`src/logic/temp_monitor_pkg.sv`:
```
// constants shared by the temperature monitor status block
// assumes a classic wishbone slave with byte-wide register index addressing
package temp_monitor_pkg;
   // register indices as printed; byte address is four times the index
   localparam logic [7:0] IDX_REMOTE_ONE = 8'h25;
   localparam logic [7:0] IDX_INTERNAL = 8'h26;
   localparam logic [7:0] IDX_REMOTE_TWO = 8'h27;
   localparam logic [7:0] IDX_EVENT_ONE = 8'h41;
   localparam logic [7:0] IDX_LOW_BITS_ONE = 8'h85;
   localparam logic [7:0] IDX_LOW_BITS_TWO = 8'h86;
   localparam logic [7:0] IDX_CONFIG = 8'h7F;
   // chosen: enables, limits and the control index ending the limit range
   localparam logic [7:0] IDX_EVENT_ENABLE = 8'hC0;
   localparam logic [7:0] IDX_LIMIT_BASE = 8'hC1;
   localparam logic [7:0] IDX_CONTROL = 8'hC7;
   // configuration field positions
   localparam int CFG_RUN_BIT = 0;
   localparam int CFG_READY_BIT = 1;
   // event status field positions
   localparam int EV_SUMMARY_BIT = 7;
   localparam int EV_REMOTE_TWO_BIT = 6;
   localparam int EV_INTERNAL_BIT = 5;
   localparam int EV_REMOTE_ONE_BIT = 4;
   // reset values
   localparam logic [7:0] EVENT_ONE_RESET = 8'h00;
   localparam logic [7:0] ENABLE_RESET = 8'hFF;
   localparam logic [7:0] LIMIT_HIGH_RESET = 8'h7F;
   localparam logic [7:0] LIMIT_LOW_RESET = 8'h81;
   localparam logic [7:0] SENSOR_ERROR = 8'h80;
   // timing
   localparam longint CLK_HZ = 20000000;
   localparam longint STARTUP_US = 301500;
   localparam longint STARTUP_CYCLES = CLK_HZ * STARTUP_US / 1000000;
   localparam longint REFRESH_HZ = 4;
   localparam longint REFRESH_CYCLES = CLK_HZ / REFRESH_HZ;
endpackage

```
`src/logic/temp_monitor_status.sv`:
```
// temperature reading registers and event status one
// assumes converter results arrive as 12-bit words with a strobe on clk_i
// What this block does
// [RQ1] three read-only readings at 25h, 26h, 27h
// [RQ2] 12-bit signed; upper byte, low bits 85h-86h
// [RQ3] absent or faulty remote diode reads 80h
// [RQ4] readings refresh at least at 4Hz
// [RQ5] writes to reading registers are ignored
// [RQ6] zones one, two, three map to sensors
// [RQ7] software reads upper byte before low bits
// [RQ8] readings invalid 301.5ms after run; ready flag
// [RQ9] stopped: fans full on, no monitoring
// [RQ10] tach readings continue while stopped
// [RQ11] stopped: no status bits are set
// [RQ12] running: monitoring uses current registers, sets status
// [RQ13] registers keep contents when run clears
// [RQ14] event status one layout at 41h, reset 00h
// [RQ15] status one resets on power good rising
// [RQ16] bit 7 read-only summary of status two
// [RQ17] flags sticky until write one or disable
// [RQ18] temp flag clears on write one if quiet
// [RQ19] voltage flag auto-clears after write once quiet
// [RQ20] no events when stopped or disabled
// [RQ21] disable clears flag now, or at next run
// [RQ22] compare each fresh reading against limits
module temp_monitor_status #(
   parameter longint STARTUP_CYCLES = temp_monitor_pkg::STARTUP_CYCLES,
   parameter longint REFRESH_CYCLES = temp_monitor_pkg::REFRESH_CYCLES
) (
   // clock and reset
   input wire logic clk_i,
   input wire logic rst_i,
   // wishbone slave
   input wire logic cyc_i,
   input wire logic stb_i,
   input wire logic we_i,
   input wire logic [9:0] adr_i,
   input wire logic [3:0] sel_i,
   input wire logic [31:0] dat_i,
   output logic [31:0] dat_o,
   output logic ack_o,
   // converter results, same clock
   input wire logic sample_valid_i,
   input wire logic [11:0] remote_one_sample_i,
   input wire logic [11:0] internal_sample_i,
   input wire logic [11:0] remote_two_sample_i,
   input wire logic remote_one_fault_i,
   input wire logic remote_two_fault_i,
   // voltage violation levels and status two summary, same clock
   input wire logic [3:0] volt_violation_i,
   input wire logic status_two_any_i,
   // supply power good pin, asynchronous
   input wire logic supply_power_good_i,
   // zone temperatures and fan override
   output logic [7:0] zone_one_temp_o,
   output logic [7:0] zone_two_temp_o,
   output logic [7:0] zone_three_temp_o,
   output logic fans_full_on_o,
   output logic monitor_run_o
);
   // readings: upper byte and low nibble of each sensor
   logic [11:0] reading_r [3];
   // enable, limits (high, low per sensor), config
   logic [7:0] enable_r;
   logic [7:0] limit_hi_r [3];
   logic [7:0] limit_lo_r [3];
   logic run_r;
   logic ready_r;
   logic [6:0] flag_r;
   logic [3:0] volt_armed_r;
   logic [2:0] temp_viol_r;
   logic [38:0] startup_cnt_r;
   logic [38:0] refresh_cnt_r;
   logic pg_meta_r;
   logic pg_sync_r;
   logic pg_prev_r;
   logic [7:0] idx;
   logic wr_stb;
   logic [7:0] wbyte;
   logic [6:0] wr_one;
   logic [6:0] violate;

   // decode register index from word address
   assign idx = adr_i[9:2];
   assign wbyte = dat_i[7:0];
   // a write lands at the edge where the master sees ack high
   assign wr_stb = cyc_i & stb_i & we_i & ack_o & sel_i[0];

   // 8-bit signed compare of upper byte against a limit window
   function automatic logic out_of_range(input logic [7:0] v,
         input logic [7:0] hi, input logic [7:0] lo);
      out_of_range = ($signed(v) > $signed(hi)) |
         ($signed(v) < $signed(lo));
   endfunction

   // limit pair slot from a register index in the limit range
   function automatic logic [1:0] limit_slot(input logic [7:0] i);
      limit_slot = 2'((i - temp_monitor_pkg::IDX_LIMIT_BASE) >> 1);
   endfunction

   // bus acknowledge, one cycle after request
   always_ff @(posedge clk_i) begin
      if (rst_i) begin
         ack_o <= 1'b0;
      end else begin
         ack_o <= cyc_i & stb_i & ~ack_o;
      end
   end

   // read data mux; unmapped reads return zero
   always_ff @(posedge clk_i) begin
      if (rst_i) begin
         dat_o <= 32'h0000_0000;
      end else if (cyc_i & stb_i & ~ack_o) begin
         dat_o <= 32'h0000_0000;
         case (idx)
            temp_monitor_pkg::IDX_REMOTE_ONE:
               dat_o[7:0] <= reading_r[0][11:4]; // see [RQ1]
            temp_monitor_pkg::IDX_INTERNAL:
               dat_o[7:0] <= reading_r[1][11:4];
            temp_monitor_pkg::IDX_REMOTE_TWO:
               dat_o[7:0] <= reading_r[2][11:4];
            temp_monitor_pkg::IDX_LOW_BITS_ONE:
               // low nibbles of remote two and remote one
               dat_o[7:0] <= {reading_r[2][3:0],
                  reading_r[0][3:0]}; // see [RQ2]
            temp_monitor_pkg::IDX_LOW_BITS_TWO:
               dat_o[7:0] <= {4'h0, reading_r[1][3:0]};
            temp_monitor_pkg::IDX_EVENT_ONE:
               dat_o[7:0] <= {status_two_any_i, flag_r}; // see [RQ16]
            temp_monitor_pkg::IDX_EVENT_ENABLE:
               dat_o[7:0] <= enable_r;
            temp_monitor_pkg::IDX_CONFIG:
               dat_o[7:0] <= {6'h00, ready_r, run_r};
            default: begin
               if (idx >= temp_monitor_pkg::IDX_LIMIT_BASE &&
                   idx < temp_monitor_pkg::IDX_CONTROL) begin
                  // odd index is the low limit, even the high
                  dat_o[7:0] <= idx[0] ? limit_lo_r[limit_slot(idx)] :
                     limit_hi_r[limit_slot(idx)];
               end
            end
         endcase
      end
   end

   // run bit and enable and limit registers; held across stop
   always_ff @(posedge clk_i) begin
      if (rst_i) begin
         run_r <= 1'b0;
         enable_r <= temp_monitor_pkg::ENABLE_RESET;
         for (int i = 0; i < 3; i++) begin
            limit_hi_r[i] <= temp_monitor_pkg::LIMIT_HIGH_RESET;
            limit_lo_r[i] <= temp_monitor_pkg::LIMIT_LOW_RESET;
         end
      end else if (wr_stb) begin // see [RQ13]
         if (idx == temp_monitor_pkg::IDX_CONFIG) begin
            run_r <= wbyte[temp_monitor_pkg::CFG_RUN_BIT];
         end
         if (idx == temp_monitor_pkg::IDX_EVENT_ENABLE) begin
            enable_r <= wbyte;
         end
         for (int i = 0; i < 3; i++) begin
            if (idx == 8'(temp_monitor_pkg::IDX_LIMIT_BASE + 2 * i)) begin
               limit_lo_r[i] <= wbyte;
            end
            if (idx == 8'(temp_monitor_pkg::IDX_LIMIT_BASE + 2 * i + 1)) begin
               limit_hi_r[i] <= wbyte;
            end
         end
      end
   end

   // start-up counter and ready flag
   always_ff @(posedge clk_i) begin
      if (rst_i) begin
         startup_cnt_r <= 39'h0;
         ready_r <= 1'b0;
      end else begin
         if (!run_r) begin
            startup_cnt_r <= 39'h0;
            ready_r <= 1'b0;
         end else if (startup_cnt_r < 39'(STARTUP_CYCLES - 1)) begin
            startup_cnt_r <= startup_cnt_r + 39'h1;
         end else begin
            ready_r <= 1'b1; // see [RQ8]
         end
      end
   end

   // reading capture; refresh forced if converter stalls
   always_ff @(posedge clk_i) begin
      if (rst_i) begin
         for (int i = 0; i < 3; i++) begin
            reading_r[i] <= {temp_monitor_pkg::SENSOR_ERROR, 4'h0};
         end
         refresh_cnt_r <= 39'h0;
         temp_viol_r <= 3'h0;
      end else if (run_r) begin // see [RQ9]
         if (sample_valid_i ||
             refresh_cnt_r >= 39'(REFRESH_CYCLES - 1)) begin // see [RQ4]
            refresh_cnt_r <= 39'h0;
            reading_r[0] <= remote_one_fault_i ?
               {temp_monitor_pkg::SENSOR_ERROR, 4'h0} :
               remote_one_sample_i; // see [RQ3]
            reading_r[1] <= internal_sample_i;
            reading_r[2] <= remote_two_fault_i ?
               {temp_monitor_pkg::SENSOR_ERROR, 4'h0} :
               remote_two_sample_i;
            temp_viol_r[0] <= remote_one_fault_i |
               out_of_range(remote_one_sample_i[11:4],
               limit_hi_r[0], limit_lo_r[0]); // see [RQ22]
            temp_viol_r[1] <= out_of_range(internal_sample_i[11:4],
               limit_hi_r[1], limit_lo_r[1]);
            temp_viol_r[2] <= remote_two_fault_i |
               out_of_range(remote_two_sample_i[11:4],
               limit_hi_r[2], limit_lo_r[2]);
         end else begin
            refresh_cnt_r <= refresh_cnt_r + 39'h1;
         end
      end else begin
         refresh_cnt_r <= 39'h0;
      end
   end

   // power good synchroniser and edge
   always_ff @(posedge clk_i) begin
      if (rst_i) begin
         // idle level of the pin is high: no false edge after reset
         pg_meta_r <= 1'b1;
         pg_sync_r <= 1'b1;
         pg_prev_r <= 1'b1;
      end else begin
         pg_meta_r <= supply_power_good_i;
         pg_sync_r <= pg_meta_r;
         pg_prev_r <= pg_sync_r;
      end
   end

   // bits 6..4 remote two, internal, remote one; bits 3..0 rails
   assign violate = {temp_viol_r[2], temp_viol_r[1], temp_viol_r[0],
      volt_violation_i};
   assign wr_one = (wr_stb && idx == temp_monitor_pkg::IDX_EVENT_ONE) ?
      wbyte[6:0] : 7'h00; // see [RQ5]

   // voltage flags armed for auto-clear after a write of one
   always_ff @(posedge clk_i) begin
      if (rst_i || (pg_sync_r && !pg_prev_r)) begin
         volt_armed_r <= 4'h0;
      end else begin
         for (int i = 0; i < 4; i++) begin
            if (!flag_r[i]) begin
               volt_armed_r[i] <= 1'b0;
            end else if (wr_one[i]) begin
               volt_armed_r[i] <= 1'b1; // see [RQ19]
            end
         end
      end
   end

   // sticky event flags; set wins over write-one clear, disable wins over set
   always_ff @(posedge clk_i) begin
      if (rst_i || (pg_sync_r && !pg_prev_r)) begin // see [RQ15]
         flag_r <= temp_monitor_pkg::EVENT_ONE_RESET[6:0]; // see [RQ14]
      end else if (run_r) begin // see [RQ11]
         for (int i = 0; i < 7; i++) begin
            if (!enable_r[i]) begin
               flag_r[i] <= 1'b0; // see [RQ21]
            end else if (violate[i] && ready_r) begin
               flag_r[i] <= 1'b1; // see [RQ12]
            end else if (i >= 4 && wr_one[i] && !violate[i]) begin
               flag_r[i] <= 1'b0; // see [RQ18]
            end else if (i < 4 && (wr_one[i] || volt_armed_r[i])) begin
               flag_r[i] <= 1'b0; // see [RQ17]
            end
         end
      end else begin
         for (int i = 0; i < 7; i++) begin
            if (wr_one[i] && !(i >= 4 && violate[i])) begin
               flag_r[i] <= 1'b0; // see [RQ20]
            end
         end
      end
   end

   // zone outputs and fan override
   always_ff @(posedge clk_i) begin
      if (rst_i) begin
         zone_one_temp_o <= temp_monitor_pkg::SENSOR_ERROR;
         zone_two_temp_o <= temp_monitor_pkg::SENSOR_ERROR;
         zone_three_temp_o <= temp_monitor_pkg::SENSOR_ERROR;
         fans_full_on_o <= 1'b1;
         monitor_run_o <= 1'b0;
      end else begin
         zone_one_temp_o <= reading_r[0][11:4]; // see [RQ6]
         zone_two_temp_o <= reading_r[1][11:4];
         zone_three_temp_o <= reading_r[2][11:4];
         fans_full_on_o <= ~run_r; // see [RQ9]
         monitor_run_o <= run_r; // see [RQ10]
      end
   end
endmodule

```
`config.mk`:
```
export PLATFORM = sky130hd
export DESIGN_NAME = temp_monitor_status
export DESIGN_NICKNAME = d
export VERILOG_FILES = /design/src/logic/temp_monitor_pkg.sv /design/src/logic/temp_monitor_status.sv
export SDC_FILE = /design/constraint.sdc
export NUM_CORES = 1
export LEC_CHECK = 0
export ABC_AREA = 1
export BUFFER_PORTS_ARGS = -buffer_cell sky130_fd_sc_hd__buf_2
export CAP_MARGIN = 40
export CORE_MARGIN = 3
export CORE_UTILIZATION = 58
export DETAILED_ROUTE_END_ITERATION = 10
export PLACE_DENSITY = 0.85
export SYNTH_ARGS = -nofsm -noshare
export SYNTH_HDL_FRONTEND = slang
export SYNTH_SLANG_ARGS = --single-unit
export TNS_END_PERCENT = 20
```
`constraint.sdc`:
```
create_clock -name clk_i -period 3.5 [get_ports clk_i]
set_clock_uncertainty 0.15 [all_clocks]
set_input_delay 0.525 -clock clk_i [delete_from_list [all_inputs] [get_ports clk_i]]
set_output_delay 0.525 -clock clk_i [all_outputs]
set_load 0.01 [all_outputs]
```
==> results of run 1 <==
layout make-up:
class                   instances  area, µm²
clock buffers                  34        668
clock inverters                 7       66.3
fillers                      1561       6140
inverters                     231        867
multi-input cells             996       5110
flip-flops and latches        224       5330
well taps                     260        325
repair buffers                111        573
flip-flops by register name, summed over array words and instances (netlist names), 7 cells and up:
register / flops
startup_cnt_r: 39
zone_two_temp_o: 8
reading_r: 36
limit_lo_r: 24
zone_three_temp_o: 8
dat_o: 8
refresh_cnt_r: 39
flag_r: 7
zone_one_temp_o: 8
enable_r: 8
limit_hi_r: 24
worst max-delay path by stage:
stage,startpoint,to,slack (ns),depth (start not counted)
final,refresh_cnt_r[0]$_SDFF_PP0_,reading_r[0][8]$_SDFFCE_PP0P_,1.09,10
after global routing,refresh_cnt_r[0]$_SDFF_PP0_,reading_r[0][9]$_SDFFCE_PP0P_,0.92,10
after CTS,refresh_cnt_r[0]$_SDFF_PP0_,reading_r[0][8]$_SDFFCE_PP0P_,1.08,10
after detailed placement,adr_i[2],dat_o[1]$_SDFFE_PP0P_,0.65,11
after global placement,adr_i[2],dat_o[1]$_SDFFE_PP0P_,0.70,11
after floorplan,rst_i,reading_r[0][0]$_SDFFCE_PP0P_,0.92,5
stage by stage:
step	std cells	hold WS [ns]	utilization (%)	setup WS, ns	power, mW
2_1_floorplan	1508	0.239	-	0.915	3.06
3_3_place_gp	1818	0.243	63.8	0.702	3.17
3_5_place_dp	1822	0.249	64.0	0.650	3.18
4_1_cts	1863	0.0483	67.8	1.08	5.54
5_1_grt	1863	0.0564	67.8	0.923	5.71
6_report	1863	0.0608	67.8	1.09	5.52
worst reg2reg max path: cells and delay by family, from the launching register on:
family                     cells  cell delay [ns]
adders and majority gates      1             0.17
and+or+nand+nor                7             0.87
buffers and inverters          2             0.50
DFF                            1             0.35
power by group:
group / switching, mW / internal (mW)
Sequential: 0.0211 / 2.75
Combinational: 0.247 / 0.124
Clock: 0.987 / 1.39
Total: 1.26 / 4.26
placed cells by master, fill, tap and decap left out, types with 3 or more instances in the layout:
| master | synthesis | final |
|---|---|---|
| inv_2 | 11 | 11 |
| xnor2_1 | 7 | 7 |
| nand2_1 | 328 | 328 |
| nand3_1 | 84 | 84 |
| o21a_1 | 3 | 3 |
| or2_2 | 5 | 5 |
| clkbuf_16 | 0 | 23 |
| nand3_2 | 7 | 7 |
| conb_1 | 1 | 40 |
| a21oi_1 | 67 | 67 |
| o211ai_1 | 10 | 10 |
| clkbuf_1 | 13 | 5 |
| nor2_4 | 4 | 4 |
| o21ai_0 | 57 | 57 |
| nor2_2 | 37 | 37 |
| nor3_2 | 4 | 4 |
| edfxtp_1 | 84 | 84 |
| clkbuf_8 | 0 | 5 |
| nor2_1 | 195 | 195 |
| buf_2 | 10 | 104 |
| a21oi_2 | 3 | 3 |
| nand2_2 | 6 | 6 |
| nor3_1 | 15 | 15 |
| xor2_1 | 19 | 19 |
| o221ai_1 | 3 | 3 |
| nand3b_1 | 9 | 9 |
| ha_1 | 52 | 52 |
| inv_1 | 219 | 219 |
| buf_4 | 25 | 7 |
| nand4_1 | 15 | 15 |
| dfxtp_1 | 140 | 140 |
| o21ai_1 | 7 | 7 |
per-layer routing:
layer  up-vias  part of all wire, %
met5         -                    0
met1      4266                   41
met4         0                  4.1
met3        69                  6.8
met2       382                   48
li1       4831                    -
kinds of logic (layout without fill, tap and decap cells):
logic type	after synthesis	after routing	synth area share [%]
buffers and inverters	288	383	10.7
AOI/OAI and AO/OA	156	156	7.37
and+or+nand+nor	720	720	27.8
xor gates and xnor gates	27	27	2.12
DFF	224	224	46.2
adders and majority gates	52	52	5.65
other	1	40	0.0325
muxes	1	1	0.0869
==> key figures, run 1 <==
Timing
  • Worst-Margin Slew: between 0.8 and 0.9 ns
  • Fin crit share: between 60 and 70%
  • Unrepaired setup endpoints after global routing: false
  • FMAX: between 0.4 and 0.5 GHz
  • Worst rel slew slack: between 40% and 50%
  • Minimum clock period: 2.41 ns
  • Final Max Tran Viols: 0
  • Sum Neg Setup Slack: 0 ns
  • Finish-stage setup viols: 0
  • Final hold vios: 0

Run
  • Max cap viols: 0

Finish
  • N_diodes: 0
  • Share of cells above drive strength 1: 14.4%
  • Design area: around 13000 µm²
  • Nets: 1735
  • Area Growth Syn to Fin: 12.3%

Worst setup path
  • Setup crit end kind: register
  • Maximum fanout along the worst path: 36
  • Worst setup path class: reg2reg
  • Crit-path slowest cell: buf_4
  • R2R cell count: 10
  • Worst path cell trace: ha_1 -> nand2_1 -> inv_2 -> nand2_1 -> nor2_4 -> nand3_2 -> nand3_4 -> nand2_1 -> nand2_1 -> buf_4
  • WP buf/inv: 2
  • Worst path arrival time: 2.41 ns
  • Crit-path max cell delay: roughly 0.44 ns
  • Critical Path RT: 3.50 ns
  • Crit path max-delay family: simple AND/OR/NAND/NOR gates
  • CP most frequent cell: nand2_1
  • Reg2Reg Setup Slack: roughly 1.1 ns
  • Startpoint types: register
  • RR Endpoint: reading_r[0][8]$_SDFFCE_PP0P_
  • Reg-to-Reg Start: refresh_cnt_r[0]$_SDFF_PP0_

Floorplan
  • Initial core utilization: between 60% and 70%
  • Row cnt: 50
  • Die Wd: 147 µm
  • Core ar.: 19100 µm²
  • I/O pin total: between 150 and 200
  • Die area: 21600 µm²
  • Die Ht: ~150 µm

Routing
  • Final wirelength: 27400 µm
  • Post-route ant nets: 0
  • DRT iter0 DRCs: 745
  • Avg WL per Cell: 14.7 µm
  • Via count: approximately 9500
  • Drt via density: just over 5
  • DRC: 0
  • TritonRoute pass-1 iters: 5

Hold path
  • Hold path startpoint: supply_power_good_i
  • WHS Path Cells: 2
  • Min-Delay Path Class: in2reg
  • WHS Endpoint: pg_meta_r$_SDFF_PP1_

Global routing
  • M1 GR Usage: between 30% and 40%
  • Largest net degree at the start of global routing: 39
  • Total Routing Usage GR: 24.8%
  • Initial antenna violation count: 0
  • Gr ovfl total: 0
  • Vias in the first global route: about 9000
  • Global-route wire length before repair: 43900 µm
  • Busiest grt layer: met2
  • M2 GR Usage: between 40% and 50%
  • Global routing usage on met3: ~3.6%

Run status
  • Status: complete, no violations

Logic synthesis
  • Number of synthesized flops with an enable pin: 84
  • #FFs+latches synth: approximately 220
  • Count leader, synth: nand2_1
  • Synth top area cells: dfxtp_1 (24%), edfxtp_1 (22%), nand2_1 (11%), inv_1 (7.1%), nor2_1 (6.4%)
  • Post-synth top area share: 24.3%
  • Post-synthesis cell count: around 1500
  • Synth warn: 0
  • Post-synthesis async set-or-reset flop share: 0%
  • Synthesized cell area: 11500 µm²
  • Commonest cells in the synthesized netlist: nand2_1 (328), inv_1 (219), nor2_1 (195)
  • Yosys cell types: 50
  • Leading area contributor after synthesis: dfxtp_1
  • Seq/Total Area, Yosys: between 40% and 50%
  • Main flop type after synthesis: dfxtp_1
  • Syn Area/Cell: just under 8 µm²

Placed design
  • GP Congestion: ~0.95
  • Hpwl dp: around 20000 µm
  • Port Buf Inserts: between 100 and 150
  • Dpl cell area: around 12000 µm²

Clocking
  • CTS resizes: 0
  • Htree depth: 1
  • CTS tree: built
  • Root Buffer: clkbuf_16
  • Clk_lat worst skew: 0.51 ns
  • Clk slew on worst S/H paths: 0.06 ns
  • CTS max path bufs: 3
  • Cts hold-fix bufs: 0
  • Post-CTS setup buffers: 0
  • CTS buffer count: 23
  • Clock Sinks: between 200 and 250

Pwr
  • Peak supply drop: ~0.45 mV
  • Power per cell area: between 400 and 500 nW/µm²
  • Leakage: 5.87 nW
Power figures use the tool's default switching activity.
==> run 2: changes to the inputs <==
ABC_AREA = 0   (was 1)
CORE_UTILIZATION = 57   (was 58)
clock period = 2.3 ns   (was 3.5 ns; I/O delays follow)
==> run 2 against run 1 <==
The flow now finishes with violations (negative setup slack). Die area down 8.9%. Register-to-register slack worse by 1.2 ns. Cell area down 2.9%. Critical path type unchanged. Critical endpoint is now reading_r[0][20]$_SDFFCE_PN0P_.
==> key figures, run 2 <==
Timing
  • Minimum clock period: 2.39 ns (-0.0200 ns)
  • FMAX: 0.418 GHz (+0.84%)
  • Final setup margin: -0.0943 ns (-1.18 ns)
  • Hold Worst Slack: 0.0116 ns (-0.0492 ns)
  • Final hold vios: 0 (unchanged)
  • Finish-stage setup viols: 36 (+36)
  • Fin crit share: 104% (+35 points)
  • Unrepaired setup endpoints after global routing: true
  • Worst rel slew slack: 42.5% (+0.48 points)
  • Worst-Margin Slew: 0.851 ns (-0.0141 ns)
  • Final Max Tran Viols: 0 (unchanged)

Worst setup path
  • R2R cell count: 7 (-3)
  • Setup crit end kind: register
  • Setup crit start: refresh_cnt_r[31]$_SDFF_PP0_
  • Reg2Reg Setup Slack: -0.09 ns (-1.18 ns)
  • Crit-path max cell delay: 0.40 ns (-0.04 ns)
  • Worst path arrival time: 2.50 ns (+0.09 ns)
  • WP buf/inv: 2 (unchanged)
  • RR Endpoint: reading_r[0][20]$_SDFFCE_PN0P_
  • Crit. path cell count: 7 (-3)
  • Critical Path RT: 2.40 ns (-1.10 ns)
  • Worst setup path class: reg2reg
  • Reg-to-Reg Start: refresh_cnt_r[31]$_SDFF_PP0_
  • Crit-path slowest cell: a311oi_2
  • Startpoint types: register
  • Worst path cell trace: nor4_4 -> nand4_1 -> a211oi_2 -> a21boi_1 -> a311oi_2 -> clkinvlp_4 -> buf_12
  • Crit path to: reading_r[0][20]$_SDFFCE_PN0P_
  • Crit path max-delay family: compound AO/OA/AOI/OAI gates
  • Maximum fanout along the worst path: 36 (unchanged)

Logic synthesis
  • Synthesized cell area: 10300 µm² (-11%)
  • Post-synthesis adder-cell area fraction: 6.33% (+0.69 points)
  • Largest family of logic cells by synthesized area: simple AND/OR/NAND/NOR gates
  • Yosys cell types: 70 (+40%)
  • Syn Area/Cell: 10.4 µm² (+33%)
  • Synth warn: 0 (unchanged)
  • Compound-Gate Fraction of Synth Area: 11.7% (+4.3 points)
  • Post-Synth Simple-Gate Area: 18.8% (-9.1 points)
  • Leading area contributor after synthesis: dfxtp_1
  • Number of synthesized flops with an enable pin: 84 (unchanged)
  • Post-synthesis cell count: 988 (-33%)
  • Post-synth top area share: 27.3% (+3.0 points)
  • Synth top area cells: dfxtp_1 (27%), edfxtp_1 (25%), ha_1 (6.3%), and2_1 (3.7%), nor2_1 (3.3%)
  • Seq/Total Area, Yosys: 51.8% (+5.6 points)
  • Commonest cells in the synthesized netlist: dfxtp_1 (140), nor2_1 (90), edfxtp_1 (84)
  • Post-synthesis async set-or-reset flop share: 0% (unchanged)
  • Xor/xnor share of the synthesized area: 3.58% (+1.5 points)
  • #FFs+latches synth: 224 (unchanged)
  • Count leader, synth: dfxtp_1
  • Main flop type after synthesis: dfxtp_1
  • Post-synthesis mux area share: 2.14% (+2.1 points)

Pwr
  • Power per cell area: 707 nW/µm² (+66%)
  • Comb power frac: 6.8% (about the same)
  • Switch Pwr: 1.95 mW (+55%)
  • Leakage: 5.11 nW (-13%)
  • Switching power share of the total: 21.9% (-0.80 points)
  • Peak supply drop: 0.660 mV (+46%)
  • Seq pwr share: 47.5% (-2.6 points)
  • Power share of the clock group: 45.7% (+2.5 points)
  • Internal power: 6.93 mW (+63%)

Global routing
  • Gr ovfl total: 0 (unchanged)
  • Vias in the first global route: 8069 (-10%)
  • Total Routing Usage GR: 26.0% (+1.2 points)
  • Initial antenna violation count: 2 (+2)
  • Largest net degree at the start of global routing: 37 (-5.1%)
  • Global-route wire length before repair: 41100 µm (-6.5%)

Floorplan
  • Die area: 19700 µm² (-8.9%)
  • I/O pin total: 155 (unchanged)
  • Die Ht: 140 µm (-4.6%)
  • Core ar.: 17500 µm² (-8.4%)
  • Row cnt: 48 (-4.0%)
  • Initial core utilization: 58.8% (-1.6 points)
  • Die Wd: 140 µm (-4.6%)

Clocking
  • CTS buffer count: 24 (+4.3%)
  • CTS tree: built
  • Clk_lat worst skew: 0.51 ns (about the same)
  • Clk slew on worst S/H paths: 0.06 ns (about the same)
  • Htree depth: 1 (unchanged)
  • Root Buffer: clkbuf_16
  • CTS max path bufs: 3 (unchanged)
  • Clock Sinks: 224 (unchanged)

Finish
  • Share of cells above drive strength 1: 20.7% (+6.3 points)
  • Filler Cell Count: 1144 (-27%)
  • Non-Filler Instances: 1424 (-24%)
  • Commonest non-fill, non-tap cell in the layout: dfxtp_1
  • Nets: 1328 (-23%)
  • Area Growth Syn to Fin: 22.2%
  • Biggest regs: refresh_cnt_r x39, startup_cnt_r x39, reading_r x36
  • Most frequent cells in the layout: dfxtp_1 (138), buf_2 (101), nor2_1 (90), edfxtp_1 (84), inv_1 (66)

Routing
  • Avg WL per Cell: 18.5 µm (+26%)
  • DRT iter0 DRCs: 798 (+7.1%)
  • Via count: 8359 (-12%)
  • DRC: 0 (unchanged)
  • Drt via density: 5.87 (+15%)
  • Post-route ant nets: 0 (unchanged)
  • Final wirelength: 26400 µm (-3.7%)
  • TritonRoute pass-1 iters: 6 (+1)

Run status
  • Status: finished with violations
  • Failing checks: negative setup slack

Placed design
  • Dpl ws: -0.0579 ns (-0.708 ns)
  • Cells after DPL: 1358 (-25%)
  • GP Congestion: 0.933 (-1.5%)
  • Hpwl dp: 18800 µm (-8.4%)
  • Port Buf Inserts: 101 (unchanged)

Run
  • Max cap viols: 0 (unchanged)

Hold path
  • Min-Delay Path Class: in2reg
==> run 2: cell count changes after synthesis, moves of 22 or more <==
cell     change
nand2_1    -285
inv_1      -152
nor2_1     -105
and2_1      +60
nand3_1     -55
nor2_2      -37
o21ai_0     -37
nor2b_1     +28
xnor2_1     +22
==> run 2: kinds of logic (layout without fill, tap and decap cells) <==
group / Yosys count / in the layout
AND/OR/NAND/NOR: 359 / 359
buffers and inverters: 127 / 298
adder cells (fa/ha/maj): 52 / 52
flip-flops: 224 / 224
AO/OA/AOI/OAI: 171 / 171
multiplexers: 12 / 12
XOR/XNOR: 42 / 42
other: 1 / 41
==> run 2: worst min-delay path by stage <==
stage          cells past startpoint                    start                        endpoint
3_3_place_gp                       1     pg_meta_r$_SDFF_PP1_            pg_sync_r$_SDFF_PP1_
3_5_place_dp                       1     pg_meta_r$_SDFF_PP1_            pg_sync_r$_SDFF_PP1_
6_report                           2   remote_one_sample_i[6]   reading_r[0][6]$_SDFFCE_PP0P_
5_1_grt                            2   remote_one_sample_i[5]   reading_r[0][5]$_SDFFCE_PP0P_
4_1_cts                            2  remote_one_sample_i[11]  reading_r[0][11]$_SDFFCE_PP1P_
2_1_floorplan                      1     pg_meta_r$_SDFF_PP1_            pg_sync_r$_SDFF_PP1_
==> run 2: per-stage QoR <==
stage	TNS, ns	cell area (µm²)	util [%]	total power, mW
2_1_floorplan	-12.61	10400	-	4.61
3_3_place_gp	-0.0558	11400	65.4	4.83
3_5_place_dp	-0.201	11400	65.4	4.85
4_1_cts	0	12500	71.4	8.88
5_1_grt	-5.78	12600	71.8	9.12
6_report	-3.02	12600	71.9	8.88
==> run 2: worst reg2reg max path, cell delays in order, from the launching register on <==
cell	delay, ns
dfxtp_2	0.33
nor4_4	0.28
nand4_1	0.15
a211oi_2	0.29
a21boi_1	0.12
a311oi_2	0.40
clkinvlp_4	0.19
buf_12	0.20
==> run 2: metal layers <==
metal	part of all wire (%)	global-route usage (%)	vias up
met5	0.080	0	-
met4	5.0	11.6	4
met3	9.5	5.70	111
met2	47	43.4	466
met1	39	32.4	3921
li1	-	-	3857
==> run 2: cell type report <==
class                   instances  area [µm²]  share of cell area, %
clock inverters                11         140                   1.12
multi-input cells             676        4600                   36.6
clock buffers                  33         707                   5.63
repair buffers                186        1240                   9.91
inverters                      68         259                   2.06
diodes                          1        2.50                 0.0199
flip-flops and latches        224        5330                   42.4
well taps                     225         282                   2.24
==> run 2: power groups by stage <==
stage	logic, mW	registers (mW)	clock network, mW
floorplan	0.311	4.30	0
finish	0.602	4.22	4.06
detailed placement	0.548	4.30	0
CTS	0.584	4.21	4.08
global route	0.647	4.22	4.25
global placement	0.534	4.30	0
==> run 2: repair_timing <==
action,4_1_cts,5_1_grt
hold endpoints to repair,19,0
setup endpoints to repair,2,72
pin swaps,0,2
buffers inserted,0,2
gates resized for setup,1,15
hold buffers,19,0
